[src/fwg_pkg.sv]
// constants, types and helpers shared by the flash rewrite guard
// assumes a 20-bit code flash byte address and 1 KB erase blocks
package fwg_pkg;
	// ---------------------------------------------------------------
	// geometry
	// ---------------------------------------------------------------
	localparam int FWG_AW = 20;
	localparam int FWG_BW = 10;
	localparam int FWG_BLK_LSB = 10;
	// each boot cluster spans 4 KB
	localparam int FWG_BC_BYTES = 4096;
	localparam int FWG_BC_LSB = $clog2(FWG_BC_BYTES);

	// ---------------------------------------------------------------
	// register offsets (byte addresses)
	// ---------------------------------------------------------------
	localparam logic [7:0] FWG_OFS_VOLT = 8'h00;
	localparam logic [7:0] FWG_OFS_SEC = 8'h04;
	localparam logic [7:0] FWG_OFS_WIN = 8'h08;
	localparam logic [7:0] FWG_OFS_SWAP = 8'h0C;
	localparam logic [7:0] FWG_OFS_REL = 8'h10;
	localparam logic [7:0] FWG_OFS_STAT = 8'h14;

	// ---------------------------------------------------------------
	// field positions and reset values
	// ---------------------------------------------------------------
	localparam int FWG_SEC_BEP = 0;
	localparam int FWG_SEC_WP = 1;
	localparam int FWG_SEC_BC0 = 2;
	localparam int FWG_WIN_HI_LSB = 16;
	localparam int FWG_STAT_CODE_LSB = 1;
	localparam int FWG_STAT_FULL = 4;
	localparam int FWG_STAT_LOCK = 5;
	localparam int FWG_STAT_BOOT = 6;
	localparam logic [7:0] FWG_VOLT_FULL = 8'h00;
	localparam logic [7:0] FWG_VOLT_RST = 8'h00;
	localparam logic [9:0] FWG_WIN_LO_RST = 10'h000;
	localparam logic [9:0] FWG_WIN_HI_RST = 10'h3FF;

	// ---------------------------------------------------------------
	// types
	// ---------------------------------------------------------------
	typedef enum logic [2:0] {
		FWG_OK = 3'b000,
		FWG_SUBCLK = 3'b001,
		FWG_BC0 = 3'b010,
		FWG_WINDOW = 3'b011,
		FWG_ERASE = 3'b100,
		FWG_WRITE = 3'b101
	} fwg_code_t;

	typedef struct packed {
		logic serial;
		logic op_write;
		logic data_fl;
		logic [FWG_AW-1:0] addr;
	} fwg_req_t;

	typedef struct packed {
		logic err;
		fwg_code_t code;
	} fwg_rsp_t;

	typedef struct packed {
		logic bep;
		logic wp;
		logic bc0p;
		logic swap;
		logic [FWG_BW-1:0] win_lo;
		logic [FWG_BW-1:0] win_hi;
	} fwg_sec_t;

	// block number of a code flash address
	function automatic logic [FWG_BW-1:0] fwg_blk(
		input logic [FWG_AW-1:0] a);
		fwg_blk = a[FWG_BLK_LSB +: FWG_BW];
	endfunction : fwg_blk

	// address lies in the lowest boot cluster
	function automatic logic fwg_in_bc0(input logic [FWG_AW-1:0] a);
		fwg_in_bc0 = (a[FWG_AW-1:FWG_BC_LSB] == '0);
	endfunction : fwg_in_bc0
endpackage : fwg_pkg

[src/fwg_nvstore.sv]
// retained security settings: protections, shield window, boot swap
// assumes PORST_N models the shipped blank state; ARST_N leaves it
module fwg_nvstore
	import fwg_pkg::*;
(
	input wire logic clk,
	input wire logic porst_n,
	input wire logic [2:0] set_bits,
	input wire logic clr_wp,
	input wire logic swap_tgl,
	input wire logic win_we,
	input wire logic [FWG_BW-1:0] win_lo_d,
	input wire logic [FWG_BW-1:0] win_hi_d,
	output fwg_sec_t sec
);
	fwg_sec_t sec_r;
	fwg_sec_t sec_nxt;

	// set bits are sticky; a set beats a release in the same cycle
	always_comb begin
		sec_nxt = sec_r;
		sec_nxt.bep = sec_r.bep | set_bits[FWG_SEC_BEP];
		sec_nxt.wp = set_bits[FWG_SEC_WP] | (sec_r.wp & ~clr_wp);
		sec_nxt.bc0p = sec_r.bc0p | set_bits[FWG_SEC_BC0];
		sec_nxt.swap = sec_r.swap ^ swap_tgl;
		if (win_we) begin
			sec_nxt.win_lo = win_lo_d;
			sec_nxt.win_hi = win_hi_d;
		end
	end

	// shipped state: nothing protected, window covers all blocks
	always_ff @(posedge clk or negedge porst_n) begin
		if (!porst_n) begin
			sec_r <= '{bep: 1'b0, wp: 1'b0, bc0p: 1'b0, swap: 1'b0,
				win_lo: FWG_WIN_LO_RST, win_hi: FWG_WIN_HI_RST};
		end else begin
			sec_r <= sec_nxt;
		end
	end

	assign sec = sec_r;
endmodule : fwg_nvstore

[src/fwg_check.sv]
// decision logic: grants or refuses one erase or write request
// assumes request and settings stable while being judged
module fwg_check
	import fwg_pkg::*;
(
	input fwg_req_t req,
	input fwg_sec_t sec,
	input wire logic subclk,
	output fwg_code_t code
);
	wire code_fl;
	wire self_fl;
	wire ser_fl;
	wire hit_bc0;
	wire out_win;
	wire [FWG_BW-1:0] blk;

	// qualifiers
	assign code_fl = ~req.data_fl; // data flash bypasses every check
	assign self_fl = code_fl & ~req.serial;
	assign ser_fl = code_fl & req.serial;
	assign blk = fwg_blk(req.addr);
	assign hit_bc0 = code_fl & sec.bc0p & fwg_in_bc0(req.addr);
	// both window ends count as inside
	assign out_win = (blk < sec.win_lo) | (blk > sec.win_hi);

	// boot cluster guard is checked before the window
	assign code = (self_fl & subclk) ? FWG_SUBCLK :
		hit_bc0 ? FWG_BC0 :
		(self_fl & out_win) ? FWG_WINDOW :
		(ser_fl & ~req.op_write & sec.bep) ? FWG_ERASE :
		(ser_fl & req.op_write & sec.wp) ? FWG_WRITE :
		FWG_OK;
endmodule : fwg_check

[src/fwg_top.sv]
// flash rewrite guard: APB registers, request gate, boot selection
// assumes requesters hold REQ while REQ_VALID is high and unanswered
//
// Summary of operation
// - refuse self-programming on subsystem clock
// - argument zero selects full speed mode
// - swap exchanges two 4 KB boot clusters
// - recorded swap survives reset and selects boot
// - self-programming refused outside shield window
// - serial programming ignores the window
// - window settable from either requester
// - boot cluster guard beats the window
// - window never touches data flash
// - block erase ban hits serial only
// - write ban hits serial only
// - write ban release needs reset first
// - cluster guard refuses lowest 4 KB
// - shipped state has no protection
// - settings from both, any combination
module fwg_top
	import fwg_pkg::*;
(
	input wire logic CLK,
	input wire logic ARST_N,
	input wire logic PORST_N,
	input wire logic PSEL,
	input wire logic PENABLE,
	input wire logic PWRITE,
	input wire logic [7:0] PADDR,
	input wire logic [31:0] PWDATA,
	output logic [31:0] PRDATA,
	output logic PREADY,
	output logic PSLVERR,
	input wire logic REQ_VALID,
	input fwg_pkg::fwg_req_t REQ,
	output logic REQ_READY,
	output logic RSP_VALID,
	output fwg_pkg::fwg_rsp_t RSP,
	output logic FL_GO,
	output fwg_pkg::fwg_req_t FL_CMD,
	input wire logic CPU_SUBCLK,
	input wire logic SERIAL_MODE,
	input wire logic FLASH_BLANK,
	output logic FULL_SPEED,
	output logic BOOT_SWAPPED
);
	// ---------------------------------------------------------------
	// declarations
	// ---------------------------------------------------------------
	fwg_sec_t sec;
	fwg_code_t code;
	logic [7:0] volt_r;
	logic lock_r;
	logic boot_sel_r;
	logic boot_cap_r;
	logic rsp_valid_r;
	fwg_rsp_t rsp_r;
	logic fl_go_r;
	fwg_req_t fl_cmd_r;
	fwg_rsp_t last_r;
	logic [31:0] prdata_r;
	logic [31:0] rd_mux;
	wire setup;
	wire wr_acc;
	wire hit_volt;
	wire hit_sec;
	wire hit_win;
	wire hit_swap;
	wire hit_rel;
	wire hit_stat;
	wire mapped;
	wire [2:0] set_bits;
	wire rel_ok;
	wire clr_wp;
	wire swap_tgl;
	wire win_we;
	wire taken;

	// ---------------------------------------------------------------
	// APB decode
	// ---------------------------------------------------------------
	assign setup = PSEL & ~PENABLE;
	assign wr_acc = PSEL & PENABLE & PWRITE;
	assign hit_volt = (PADDR == FWG_OFS_VOLT);
	assign hit_sec = (PADDR == FWG_OFS_SEC);
	assign hit_win = (PADDR == FWG_OFS_WIN);
	assign hit_swap = (PADDR == FWG_OFS_SWAP);
	assign hit_rel = (PADDR == FWG_OFS_REL);
	assign hit_stat = (PADDR == FWG_OFS_STAT);
	assign mapped = hit_volt | hit_sec | hit_win | hit_swap | hit_rel |
		hit_stat;

	// zero wait states; unmapped addresses answer with an error
	assign PREADY = 1'b1;
	assign PSLVERR = PSEL & PENABLE & ~mapped;
	assign PRDATA = prdata_r;

	// settings writes, accepted whatever the requester
	assign set_bits = (wr_acc & hit_sec) ? PWDATA[2:0] : 3'b000;
	assign win_we = wr_acc & hit_win;
	assign swap_tgl = wr_acc & hit_swap & PWDATA[0];
	// release only from serial, after reset, with blank unguarded flash
	assign rel_ok = SERIAL_MODE & ~lock_r & ~sec.bep & ~sec.bc0p &
		FLASH_BLANK;
	assign clr_wp = wr_acc & hit_rel & PWDATA[0] & rel_ok;

	// read data selection
	always_comb begin
		rd_mux = 32'h0000_0000;
		if (hit_volt) begin
			rd_mux[7:0] = volt_r;
		end
		if (hit_sec) begin
			rd_mux[FWG_SEC_BEP] = sec.bep;
			rd_mux[FWG_SEC_WP] = sec.wp;
			rd_mux[FWG_SEC_BC0] = sec.bc0p;
		end
		if (hit_win) begin
			rd_mux[FWG_BW-1:0] = sec.win_lo;
			rd_mux[FWG_WIN_HI_LSB +: FWG_BW] = sec.win_hi;
		end
		if (hit_swap) begin
			rd_mux[0] = sec.swap;
			rd_mux[1] = boot_sel_r;
		end
		if (hit_stat) begin
			rd_mux[0] = last_r.err;
			rd_mux[FWG_STAT_CODE_LSB +: 3] = last_r.code;
			rd_mux[FWG_STAT_FULL] = FULL_SPEED;
			rd_mux[FWG_STAT_LOCK] = lock_r;
			rd_mux[FWG_STAT_BOOT] = boot_sel_r;
		end
	end

	// read data captured in the setup cycle
	always_ff @(posedge CLK or negedge ARST_N) begin
		if (!ARST_N) begin
			prdata_r <= 32'h0000_0000;
		end else if (setup & ~PWRITE) begin
			prdata_r <= rd_mux;
		end
	end

	// ---------------------------------------------------------------
	// mode argument and release lock
	// ---------------------------------------------------------------
	always_ff @(posedge CLK or negedge ARST_N) begin
		if (!ARST_N) begin
			volt_r <= FWG_VOLT_RST;
		end else if (wr_acc & hit_volt) begin
			volt_r <= PWDATA[7:0];
		end
	end

	assign FULL_SPEED = (volt_r == FWG_VOLT_FULL);

	// setting the write ban locks its release until the next reset
	always_ff @(posedge CLK or negedge ARST_N) begin
		if (!ARST_N) begin
			lock_r <= 1'b0;
		end else if (set_bits[FWG_SEC_WP]) begin
			lock_r <= 1'b1;
		end
	end

	// ---------------------------------------------------------------
	// retained settings and boot selection
	// ---------------------------------------------------------------
	fwg_nvstore u_nv (
		.clk(CLK),
		.porst_n(PORST_N),
		.set_bits(set_bits),
		.clr_wp(clr_wp),
		.swap_tgl(swap_tgl),
		.win_we(win_we),
		.win_lo_d(PWDATA[FWG_BW-1:0]),
		.win_hi_d(PWDATA[FWG_WIN_HI_LSB +: FWG_BW]),
		.sec(sec)
	);

	// boot cluster picked once, at the first edge after reset release
	always_ff @(posedge CLK or negedge ARST_N) begin
		if (!ARST_N) begin
			boot_cap_r <= 1'b0;
			boot_sel_r <= 1'b0;
		end else if (!boot_cap_r) begin
			boot_cap_r <= 1'b1;
			boot_sel_r <= sec.swap;
		end
	end

	assign BOOT_SWAPPED = boot_sel_r;

	// ---------------------------------------------------------------
	// request gate
	// ---------------------------------------------------------------
	fwg_check u_chk (
		.req(REQ),
		.sec(sec),
		.subclk(CPU_SUBCLK),
		.code(code)
	);

	// one request in flight; the answer cycle blocks the next one
	assign REQ_READY = ~rsp_valid_r;
	assign taken = REQ_VALID & REQ_READY;

	// answer and flash command, one cycle after acceptance
	always_ff @(posedge CLK or negedge ARST_N) begin
		if (!ARST_N) begin
			rsp_valid_r <= 1'b0;
			rsp_r <= '{err: 1'b0, code: FWG_OK};
			fl_go_r <= 1'b0;
			fl_cmd_r <= '0;
			last_r <= '{err: 1'b0, code: FWG_OK};
		end else begin
			rsp_valid_r <= taken;
			fl_go_r <= taken & (code == FWG_OK);
			if (taken) begin
				rsp_r <= '{err: (code != FWG_OK), code: code};
				fl_cmd_r <= REQ;
				last_r <= '{err: (code != FWG_OK), code: code};
			end
		end
	end

	assign RSP_VALID = rsp_valid_r;
	assign RSP = rsp_r;
	assign FL_GO = fl_go_r;
	assign FL_CMD = fl_cmd_r;

	// ---------------------------------------------------------------
	// checks
	// ---------------------------------------------------------------
	subclk_deny_a: assert property (@(posedge CLK) disable iff (!ARST_N)
		taken && !REQ.serial && !REQ.data_fl && CPU_SUBCLK |=>
		RSP_VALID && RSP.err && !FL_GO)
		else $error("self request on subsystem clock not refused");

	volt_mode_a: assert property (@(posedge CLK) disable iff (!ARST_N)
		wr_acc && hit_volt |=> FULL_SPEED == ($past(PWDATA[7:0]) == 8'h00))
		else $error("mode argument not applied");

	bc0_guard_a: assert property (@(posedge CLK) disable iff (!ARST_N)
		taken && sec.bc0p && !REQ.data_fl && REQ.addr < FWG_BC_BYTES &&
		!(CPU_SUBCLK && !REQ.serial) |=> RSP.err && RSP.code == FWG_BC0)
		else $error("boot cluster 0 not guarded");

	win_out_a: assert property (@(posedge CLK) disable iff (!ARST_N)
		taken && !REQ.serial && !REQ.data_fl &&
		fwg_blk(REQ.addr) > sec.win_hi |=> RSP.err && !FL_GO)
		else $error("self request outside window granted");

	win_edge_a: assert property (@(posedge CLK) disable iff (!ARST_N)
		taken && !REQ.serial && !CPU_SUBCLK && !sec.bc0p &&
		(fwg_blk(REQ.addr) == sec.win_lo || fwg_blk(REQ.addr) == sec.win_hi)
		|=> !RSP.err ##0 FL_GO)
		else $error("window edge block refused");

	serial_win_a: assert property (@(posedge CLK) disable iff (!ARST_N)
		taken && REQ.serial && !sec.bep && !sec.wp && !sec.bc0p |=>
		FL_GO && !RSP.err)
		else $error("serial request limited by window");

	data_free_a: assert property (@(posedge CLK) disable iff (!ARST_N)
		taken && REQ.data_fl |=> FL_GO && FL_CMD.data_fl)
		else $error("data flash request refused");

	erase_ban_a: assert property (@(posedge CLK) disable iff (!ARST_N)
		taken && REQ.serial && !REQ.op_write && !REQ.data_fl && sec.bep
		|=> RSP.err && !FL_GO)
		else $error("serial erase granted under erase ban");

	write_ban_a: assert property (@(posedge CLK) disable iff (!ARST_N)
		taken && REQ.serial && REQ.op_write && !REQ.data_fl && sec.wp
		|=> RSP.err && !FL_GO)
		else $error("serial write granted under write ban");

	rel_lock_a: assert property (@(posedge CLK) disable iff (!ARST_N)
		lock_r && sec.wp |=> sec.wp)
		else $error("write ban released before a reset");

	deny_quiet_a: assert property (@(posedge CLK) disable iff (!ARST_N)
		RSP_VALID && RSP.err |-> !FL_GO ##1 !FL_GO)
		else $error("refused request reached the flash");

	boot_hold_a: assert property (@(posedge CLK) disable iff (!ARST_N)
		boot_cap_r && $past(boot_cap_r) |-> $stable(BOOT_SWAPPED))
		else $error("boot selection changed without reset");
endmodule : fwg_top

[config.mk]
export PLATFORM = sky130hd
export DESIGN_NAME = fwg_top
export DESIGN_NICKNAME = d
export VERILOG_FILES = /design/src/fwg_pkg.sv /design/src/fwg_nvstore.sv /design/src/fwg_check.sv /design/src/fwg_top.sv
export SDC_FILE = /design/constraint.sdc
export NUM_CORES = 1
export LEC_CHECK = 0
export BUFFER_PORTS_ARGS = -buffer_cell sky130_fd_sc_hd__buf_2
export CAP_MARGIN = 40
export CORE_ASPECT_RATIO = 1.75
export CORE_MARGIN = 3
export CORE_UTILIZATION = 53
export CTS_BUF_LIST = sky130_fd_sc_hd__clkbuf_8
export CTS_CLUSTER_SIZE = 12
export DETAILED_ROUTE_END_ITERATION = 7
export PLACE_DENSITY = 0.83
export SYNTH_ARGS = -nofsm -noshare
export SYNTH_HDL_FRONTEND = slang
export SYNTH_HIERARCHICAL = 1
export SYNTH_SLANG_ARGS = --single-unit
[constraint.sdc]
create_clock -name CLK -period 3.1 [get_ports CLK]
set_clock_uncertainty 0.1 [all_clocks]
set_input_delay 0 -clock CLK [delete_from_list [all_inputs] [get_ports CLK]]
set_output_delay 0 -clock CLK [all_outputs]
set_load 0.05 [all_outputs]
### Yosys cells after proc, flatten, opt, wreduce, memory -nomap -nowiden

Index checks and enable logic that the tools add are counted.

* bitwise gates (word level): 51
* equal/unequal tests: 5
* mux-type cells: 12
* order comparisons: 2
* reduce and logical (&&, ||, !) cells: 5

Operators with widths (count)
* AND 1 bit: 30
* zero test 8 bit: 3
* 2-to-1 mux 3 bit: 7
* 2-to-1 mux 10 bit: 2
* == test 8 x 4 -> 1 bit (second input constant): 2
* == test 8 x 5 -> 1 bit (second input constant): 2
* inverter 1 bit: 11
* > comparator 10 bit: 1
* less-than comparator 10 bit: 1
* OR 1 bit: 9
* == test 8 x 3 -> 1 bit (second input constant): 1
* 2-to-1 mux 8 bit: 1
* 2-to-1 mux 7 bit: 1
* zero test 3 bit: 1
* nonzero test 3 bit: 1
* 2-to-1 mux 2 bit: 1
* bitwise XOR 1 bit: 1

* input port bits: 73
* word-level logic and storage cells: 94
* bits in registers: 84
* output and inout port bits: 66

### Depth between registers and ports, before layout

Gate-level depths: netlist of run 1.

* depth after elaboration: 11
* mapped depth: 9
* depth with buffers taken out: 9

### Hierarchy

Netlist of run 1, hierarchy kept.

By module, submodules not included
* fwg_top: cells each 217, seq. area each 1501.4 um^2, area each 2708.8 um^2, instances 1
* fwg_nvstore: cells each 51, seq. area each 613.1 um^2, area each 968.4 um^2, instances 1
* fwg_check: cells each 81, seq. area each 0.0 um^2, area each 598.1 um^2, instances 1

### Least setup slack after synthesis of run 1

Ideal clock, no wire load.

* path kind: register -> register
* from: register u_nv.sec_r (netlist bit u_nv/sec[7])
* to: register rsp_r (netlist bit RSP[3])
* cell stages (with the launch flop): 10
* setup time: 0.132 ns
* data required time: 2.868 ns
* path buffers: 0
* period minus slack after synthesis: 2.238 ns
* arrival time: 2.005 ns
* slack: 0.862 ns
* cells stage by stage: dfstp_2 -> inv_1 -> ha_1 -> a21oi_1 -> o21ai_1 -> nor4b_1 -> o32a_1 -> o22ai_1 -> nor4b_1 -> nor2_1

* longest elaborated chain between the ends: 7

RTL lines
* from (decl): line fwg_nvstore.sv:16 `fwg_sec_t sec_r;`
* from (signal assigned): line fwg_nvstore.sv:35 `sec_r <= '{bep: 1'b0, wp: 1'b0, bc0p: 1'b0, swap: 1'b0,`
* from (signal assigned): line fwg_nvstore.sv:38 `sec_r <= sec_nxt;`
* > comparator 10 bit: line fwg_check.sv:25 `assign out_win = (blk < sec.win_lo) | (blk > sec.win_hi);`
* OR 1 bit: line fwg_check.sv:25
* AND 1 bit: line fwg_check.sv:30 `(self_fl & out_win) ? FWG_WINDOW :`
* 2-to-1 mux 3 bit: line fwg_check.sv:30
* 2-to-1 mux 3 bit: line fwg_check.sv:29 `hit_bc0 ? FWG_BC0 :`
* 2-to-1 mux 3 bit: line fwg_check.sv:28 `assign code = (self_fl & subclk) ? FWG_SUBCLK :`
* via code[0]: line fwg_top.sv:51 `fwg_code_t code;`
* nonzero test 3 bit: line fwg_top.sv:220 `rsp_r <= '{err: (code != FWG_OK), code: code};`
* to (signal assigned): line fwg_top.sv:212 `rsp_r <= '{err: 1'b0, code: FWG_OK};`
* to (signal assigned): line fwg_top.sv:220
* to (decl): line fwg_top.sv:57 `fwg_rsp_t rsp_r;`

The timed path passes the listed nets, and every way through them passes these cells.
A chain may end at the register's enable or synchronous reset.

### Worst setup path in the final report of run 1

Same ends and word-level chain as after synthesis.

==> results of run 1 <==
==> metal layers <==
metal | up-vias | track usage | share of wire
met5 | - | 0 | 0
met4 | 0 | 0.159 | 0.050
met3 | 44 | 0.0436 | 0.046
met2 | 138 | 0.448 | 0.54
met1 | 1646 | 0.298 | 0.36
li1 | 1556 | - | -
==> worst max path at each step <==
stage / endpoint / slack, ns / cells after the start
2_1_floorplan: RSP[3] / 0.86 / 9
3_3_place_gp: RSP[3] / 0.66 / 9
3_5_place_dp: RSP[3] / 0.47 / 9
4_1_cts: RSP[3] / 0.46 / 9
5_1_grt: RSP[3] / 0.34 / 9
6_report: RSP[3] / 0.42 / 9
==> per-stage QoR <==
stage	area (um^2)	utilization	hold WS (ns)	total power, W	cells
finish	5580	0.722	0.0450	0.00270	605
global route	5580	0.722	0.0649	0.00280	605
CTS	5580	0.722	0.0255	0.00270	605
detailed placement	4860	0.630	-0.0598	0.00179	540
global placement	4860	0.630	-0.0774	0.00177	540
floorplan	4320	-	-0.396	0.00161	361
==> layout make-up <==
cell class,count,area share
clock buffers,10,0.0247
inverters,24,0.0161
repair buffers,165,0.193
multi-input cells,228,0.352
well taps,88,0.0197
clock inverters,6,0.0155
flip-flops and latches,84,0.379
==> power by group through the flow <==
stage | Combinational [W] | Sequential, W | Clock (W)
detailed placement | 0.000568 | 0.00122 | 0
CTS | 0.000617 | 0.00120 | 0.000891
floorplan | 0.000198 | 0.00142 | 0
global route | 0.000654 | 0.00121 | 0.000942
global placement | 0.000557 | 0.00121 | 0
finish | 0.000618 | 0.00120 | 0.000881
==> layout by cell type, fill, tap and decap left out, types with 3 or more instances in the layout <==
master and count:
nor4b_1 3, inv_1 24, a22o_1 15, and2_1 3, nor4_1 4, nor3_1 5, clkbuf_8 10, nand2b_1 3
a21oi_1 11, and2_0 3, a21o_1 7, mux2_4 20, mux2i_1 5, conb_1 14, nand4_1 3, dfrtp_1 74
a221o_1 3, nor2b_1 5, buf_4 3, a221oi_1 4, dfstp_2 10, nand3_1 3, nand2_1 13, buf_2 113
ha_1 19, mux2_2 36, dlygate4sd3_1 49, or2_2 4, o22ai_1 3, nor2_1 14
==> critical path, delay by kind of cell, from the launching register on <==
kind	cells	cell delay [ns]
and+or+nand+nor	3	0.80
AOI/OAI and AO/OA	4	0.74
DFF	1	0.55
adders and majority gates	1	0.33
buffers and inverters	1	0.04
==> sequential cells by signal, summed over array words and instances, names as in the netlist <==
name	flops
PRDATA	20
RSP_VALID	1
FL_CMD	23
volt_r	8
u_nv/sec	24
BOOT_SWAPPED	1
lock_r	1
boot_cap_r	1
FL_GO	1
RSP	4
==> logic make-up after synthesis <==
logic type      count (synthesis)
buf+inv                        49
flops                          84
mux                            61
other cells                     2
fa+ha+maj                      19
simple gates                   79
compound gates                 54
xor+xnor                        1
==> results.md, run 1 <==
- The final number of max-transition violations came to 0.
- In the final layout, flip-flops and latches occupy 2110 um^2.
- The worst setup path is of the flop to flop kind.
- The simple-gate portion of the synthesized area is 0.114.
- The number of global-route vias before repair is 3590.
- The startpoint of the most critical register-to-register path is u_nv/sec[7].
- The power spent charging and discharging nets is 0.000865 W.
- Using the TritonRoute via totals, the vias-per-cell ratio works out to 5.59.
- The final critical delay including setup and external delays is 2.68 ns.
- The compound-gate portion of the synthesized area is 0.0966.
- In the final layout, the share of cells above drive strength 1 is 0.418.
- In this run the deepest clock path goes through 2 buffers.
- The sequential area share after synthesis is 0.495.
- Fill cells in the final layout number 525.
- For the worst setup path, the data arrival time is 2.82 ns.
- The congestion estimate from routability-driven global placement came to 0.891.
- After synthesis, the cell types taking the most area are dfrtp_1 (43%), mux2_2 (9.5%), mux2_4 (7.0%).
- The quantity of gates resized following cts is 0.
- The I/O pin count is 139.
- The net total in the final layout is 604.
- The synthesized design contains 0 enable-type register cells.
- In the routed design, unresolved DRC markers number 0.
- The tree is rooted in a clkbuf_8.
- The die covers 9220 um^2.
- Summed over all instances, the cell type with the most area after synthesis is dfrtp_1.
- The core region is 7720 um^2.
- The first global-routing pass estimated 18.3 mm of wire.
- The mean area per synthesized cell is 12.3 um^2.
- Synthesis handed over a netlist of 349 instances.
- The initial antenna violation count is 0.
- By area, the combinational part of the netlist is dominated by multiplexers.
- The hold violation total from the final report is 0.
- The flow ran to the end, and the final reports show no timing, DRC or antenna violations.
- The biggest fanout along the worst timing path is 3.
- Of the total power, the share spent switching nets is 0.320.
- In the post-synthesis netlist, the cell with the most instances is dfrtp_1.
- The remaining global-route overflow is 0.
- The leakage power is 2.73 nW.
- The depth of the worst register-to-register path is 9.
- The pin count of the biggest net entering global routing is 32.
- The design internal power is 0.00183 W.
- The sum of routed wire length over all layers is 11.6 mm.
- The power per cell area is 484 nW/um^2.
- The post-placement worst setup slack is 0.471 ns.
- The post-CTS setup-driven buffer insertion count is 0.
- The total of endpoints with negative setup slack in the final report is 0.
- Synthesis inferred 84 register bits.
- Walking the worst path, the cells encountered are inv_1 > ha_1 > a21oi_1 > o21ai_1 > nor4b_1 > o32a_1 > o22ai_1 > nor4b_1 > nor2_1.
- Among the stages of the critical path, the cell type that occurs most often is nor4b_1.
- For this configuration, the core starts out at a cell density of 0.553.
- STA classifies the critical path startpoint as a flop.
- STA classifies the critical path endpoint as a flop.
- The library cell contributing the largest single delay on the critical path is dfstp_2.
- The overall via count from detail_route is 3384.
- The sum of net half-perimeters after detailed placement is 7.92 mm.
- The number of antenna-violating nets in the routed design is 0.
- Data on the critical path is required at its endpoint by 3.25 ns.
- TritonCTS created 9 clock buffers.
- Derived from the worst setup path, the maximum achievable clock frequency is 374 MHz.
- The synthesized netlist contains 52 unique library cells.
- The number of violations of the max-capacitance limit is 0.
- The pin slew with the least headroom to its limit is 0.745 ns.
- The post-synthesis adder-cell area fraction is 0.0556.
- The period utilization is 0.863.
- VDD sags by at most 0.000346 V.
- The relative slew slack is 0.501.
- For this run, the detailed router's first-pass iteration total came to 4.
- The width of the die is 73.9 um.
- The later pin in the worst-skew pair is clocked with a latency of 0.37 ns.
- The multi-input combinational cells in the finished layout cover a total of 1960 um^2.
- The end of the worst register-to-register path is RSP[3].
- The routed length per placed instance is 19.2 um.
- The number of warnings printed during yosys synthesis is 6.
- The part of the power in the clock network is 0.327.
- The commonest cells after synthesis are dfrtp_1 (74), mux2_2 (36), inv_1 (24).
- For this run, the slowest stage of the critical path takes 0.55 ns.
- The worst setup slack for register-to-register paths is 0.42 ns.
- The number of hold-repair buffers added at the cts stage is 49.
- In this run the tool buffered the top-level ports with 113 buffer cells.
- The critical path starts at u_nv/sec[7].
- Of the post-synthesis cell area, the dominant cell type holds 0.433.
- The number of DRC violations after detailed-routing iteration 0 is 204.
- The final setup slack of the worst path is 0.425 ns.
- The number of levels in the clock H-tree is 3.
- Clock-pin slew was measured on the worst setup and hold paths at 0.09 ns.
- The total routing usage reported by global routing is 0.264.
- Adding up every negative setup slack in the final design gives 0 ns.
- The area share of xor/xnor cells in the synthesized design is 0.00205.
- From synthesis to final layout, the design area changed by 30.5%.
- The part of the power in combinational logic is 0.229.
- The end point of the worst hold path is u_nv/sec[22].
- The repair_antennas step left the layout with diodes totalling 0.
- The commonest register cell after synthesis is dfrtp_1.
- The worst hold path cell count is 5.
- The mapped netlist covers 4280 um^2.
- The path class of the lowest-slack min-delay path is primary input to flop.
- After synthesis, the share of flip-flops with an asynchronous set or reset is 1.00.
- The tree built by TritonCTS fans out to 84 sinks.
- The die height is 125 um.
- In this run the most critical hold path is launched from PWRITE.
- Setup repair after global routing left no endpoint under its margin.
- The sequential share of power is 0.444.
- In this run the core area contains 42 standard-cell rows.
- TritonCTS built the clock tree.
- The multiplexer share of the synthesized area is 0.177.
Power figures use the tool's default switching activity.
==> run 2: changes to the inputs <==
Settings changed: CELL_PAD_IN_SITES_DETAIL_PLACEMENT set to 0, CELL_PAD_IN_SITES_GLOBAL_PLACEMENT set to 2, CORE_UTILIZATION 53 to 33, PLACE_DENSITY 0.83 to unset, PLACE_DENSITY_LB_ADDON set to 0.1.
==> run 2 against run 1 <==
Against the previous run:
- maximum frequency fell by 0.56%
- first-iteration DRC count fell by 64%
- critical path depth did not move
- design area rose by 2.1%
- critical path type unchanged
- highest routed layer unchanged
==> results.md, run 2 (synthesized netlist as in run 1, its figures left out) <==
- Status: finished, final reports clean (unchanged).
- The remaining global-route overflow is 0 (unchanged).
- The number of levels in the clock H-tree is 3 (unchanged).
- The biggest fanout along the worst timing path is 3 (unchanged).
- The post-route DRC violation count was 0 (unchanged).
- The sum of routed wire length over all layers is 12.1 mm (was 11.6 mm).
- The final critical delay including setup and external delays was 2.69 ns (was 2.68 ns).
- The path class of the lowest-slack min-delay path is primary input to asynchronous set/reset pin (was primary input to flop).
- The net total in the final layout is 603 (was 604).
- The clock network latency to the later pin of the worst-skew pair came to 0.36 ns (was 0.37 ns).
- Critical Path, Cell by Cell: inv_1 > ha_1 > a21oi_1 > o21ai_1 > nor4b_1 > o32a_1 > o22ai_1 > nor4b_1 > nor2_1 (unchanged).
- The flip-flop count of the largest register after layout was 24 (unchanged).
- The first-pass detailed-route iteration total was 4 (unchanged).
- The number of buffers between clock root and the deepest sink is 2 (unchanged).
- The pin slew with the least headroom to its limit was 0.821 ns (was 0.745 ns).
- The number of buffer and inverter stages on the critical path is 1 (unchanged).
- The overall power after layout is 0.00277 W (was 0.00270 W).
- The worst setup path category is flop to flop (unchanged).
- The I/O pin count came to 139 (unchanged).
- The clock sink count is 84 (unchanged).
- The share of post-route cells with drive strength above 1 is 0.417 (was 0.418).
- The period utilization is 0.868 (was 0.863).
- The number of hold-repair buffers added at the cts stage is 48 (was 49).
- The routed length per placed instance was 17.7 um (was 19.2 um).
- The library cell contributing the largest single delay on the critical path is dfstp_2 (unchanged).
- The width of the die is 92.0 um (was 73.9 um).
- The critical path startpoint category was a flop (unchanged).
- The number of global-route vias before repair is 3555 (was 3590).
- The kind of cell adding the most delay to the critical path is simple AND/OR/NAND/NOR gates (unchanged).
- The final number of max-transition violations was 0 (unchanged).
- The most frequent standard cell in the layout excluding fill and tap cells is buf_2 (unchanged).
- The final RePlAce weighted congestion is 0.794 (was 0.891).
- The number of violations of the max-capacitance limit is 0 (unchanged).
- The number of antenna-violating nets in the routed design is 0 (unchanged).
- The arrival time reported for the critical path endpoint is 2.83 ns (was 2.82 ns).
- The layer with the highest usage after global routing is met2 (unchanged).
- The quantity of gates resized following cts was 0 (unchanged).
- The leakage power is 2.75 nW (was 2.73 nW).
- The fraction of met2 tracks used by global routing was 0.325 (was 0.448).
- The full die area was 14400 um^2 (was 9220 um^2).
- The TritonCTS clock tree is done (unchanged).
- The initial antenna violation count is 0 (unchanged).
- The worst ir drop on vdd is 0.000419 V (was 0.000346 V).
- The vias per cell was 4.84 (was 5.59).
- The sum of net half-perimeters after detailed placement was 8.82 mm (was 7.92 mm).
- The met1 usage came to 0.189 (was 0.298).
- The critical path's most frequent cell is nor4b_1 (unchanged).
- The critical path endpoint category is a flop (unchanged).
- The post-CTS setup-driven buffer insertion count came to 0 (unchanged).
- The pin count of the biggest net entering global routing is 40 (was 32).
- The clock buffer count from CTS is 9 (unchanged).
- The layout overhead on the synthesized area is 33.2% (was 30.5%).
- The count of inserted antenna diode cells is 0 (unchanged).
- The die height is 157 um (was 125 um).
- The required time of the critical path came to 3.24 ns (was 3.25 ns).
- The clock-pin slew of the registers on the worst-case setup and hold paths is 0.09 ns (about the same).
- The initial cell density of the core was 0.340 (was 0.553).
- Commonest non-fill, non-tap cells in the layout: buf_2 (113), dfrtp_1 (74), dlygate4sd3_1 (48), mux2_2 (36), inv_1 (25) (was buf_2 (113), dfrtp_1 (74), dlygate4sd3_1 (49), mux2_2 (36), inv_1 (24)).
- The power per cell area is 486 nW/um^2 (was 484 nW/um^2).
- The met3 usage came to 0.0250 (was 0.0436).
- The clock tree root buffer cell is clkbuf_8 (unchanged).
- The final setup TNS is 0 ns (unchanged).
- The hold violation total from the final report is 0 (unchanged).
- The floorplan core area is 12600 um^2 (was 7720 um^2).
- The delay of the slowest cell on the worst path is 0.56 ns (was 0.55 ns).
- The global-route wire length before repair is 19.0 mm (was 18.3 mm).
- The overall via count from detail_route was 3313 (was 3384).
- The count of standard-cell rows was 54 (was 42).
- The maximum achievable frequency is 372 MHz (was 374 MHz).
- Setup repair after global routing missed its margin: false (unchanged).
- The number of DRC violations after detailed-routing iteration 0 was 74 (was 204).
- The number of I/O port buffers came to 113 (unchanged).
- The total routing usage reported by global routing is 0.173 (was 0.264).
- The total of endpoints with negative setup slack in the final report came to 0 (unchanged).
- The relative slew slack is 0.451 (was 0.501).
==> run 2: worst register-to-register path, stage by stage (launching register included) <==
cell,delay [ns]
dfstp_2,0.56
inv_1,0.05
ha_1,0.32
a21oi_1,0.15
o21ai_1,0.10
nor4b_1,0.33
o32a_1,0.33
o22ai_1,0.12
nor4b_1,0.43
nor2_1,0.09
==> run 2: path summary, 6_finish.rpt <==
check,from,endpoint,slack [ns],cells after the start
setup / recovery,u_nv/sec[7],RSP[3],0.41,9
hold / removal,ARST_N,PRDATA[0],0.03,2
setup reg to reg,u_nv/sec[7],RSP[3],0.41,9
hold reg to reg,PRDATA[2],PRDATA[2],0.38,2
max in group asynchronous,ARST_N,PRDATA[20],1.95,3
min in group CLK,PADDR[6],PRDATA[2],0.07,5
==> run 2: cell type report <==
| class | instances | area (um^2) |
|---|---|---|
| Sequential cell | 84 | 2110 |
| Tap cell | 168 | 210 |
| Clock buffer | 10 | 138 |
| Clock inverter | 6 | 111 |
| Multi-Input combinational cell | 228 | 1960 |
| Timing Repair Buffer | 164 | 1070 |
| Fill cell | 1249 | 6870 |
| Inverter | 24 | 90.1 |
==> run 2: metrics by stage <==
step                instances  setup slack [ns]  cell area (um^2)  hold WS (ns)  utilization
CTS                       684             0.381              5690        0.0273        0.453
finish                    684             0.409              5690        0.0263        0.453
floorplan                 361             0.862              4320        -0.396            -
global placement          620             0.460              4960        -0.113        0.395
global route              684             0.126              5690        0.0522        0.453
detailed placement        620             0.398              4960       -0.0987        0.395
==> run 2: power breakdown <==
group          switching [W]  leakage [nW]  total (W)  internal (W)
clock               0.000401         0.128   0.000960      0.000559
sequential         0.0000347          1.07    0.00119       0.00116
combinational       0.000414          1.55   0.000611      0.000197
==> run 2: per-layer routing <==
layer | vias to the layer above | routed length, um
met5 | - | 0
met4 | 0 | 385
met3 | 21 | 415
met2 | 86 | 6650
met1 | 1650 | 4630
li1 | 1556 | -
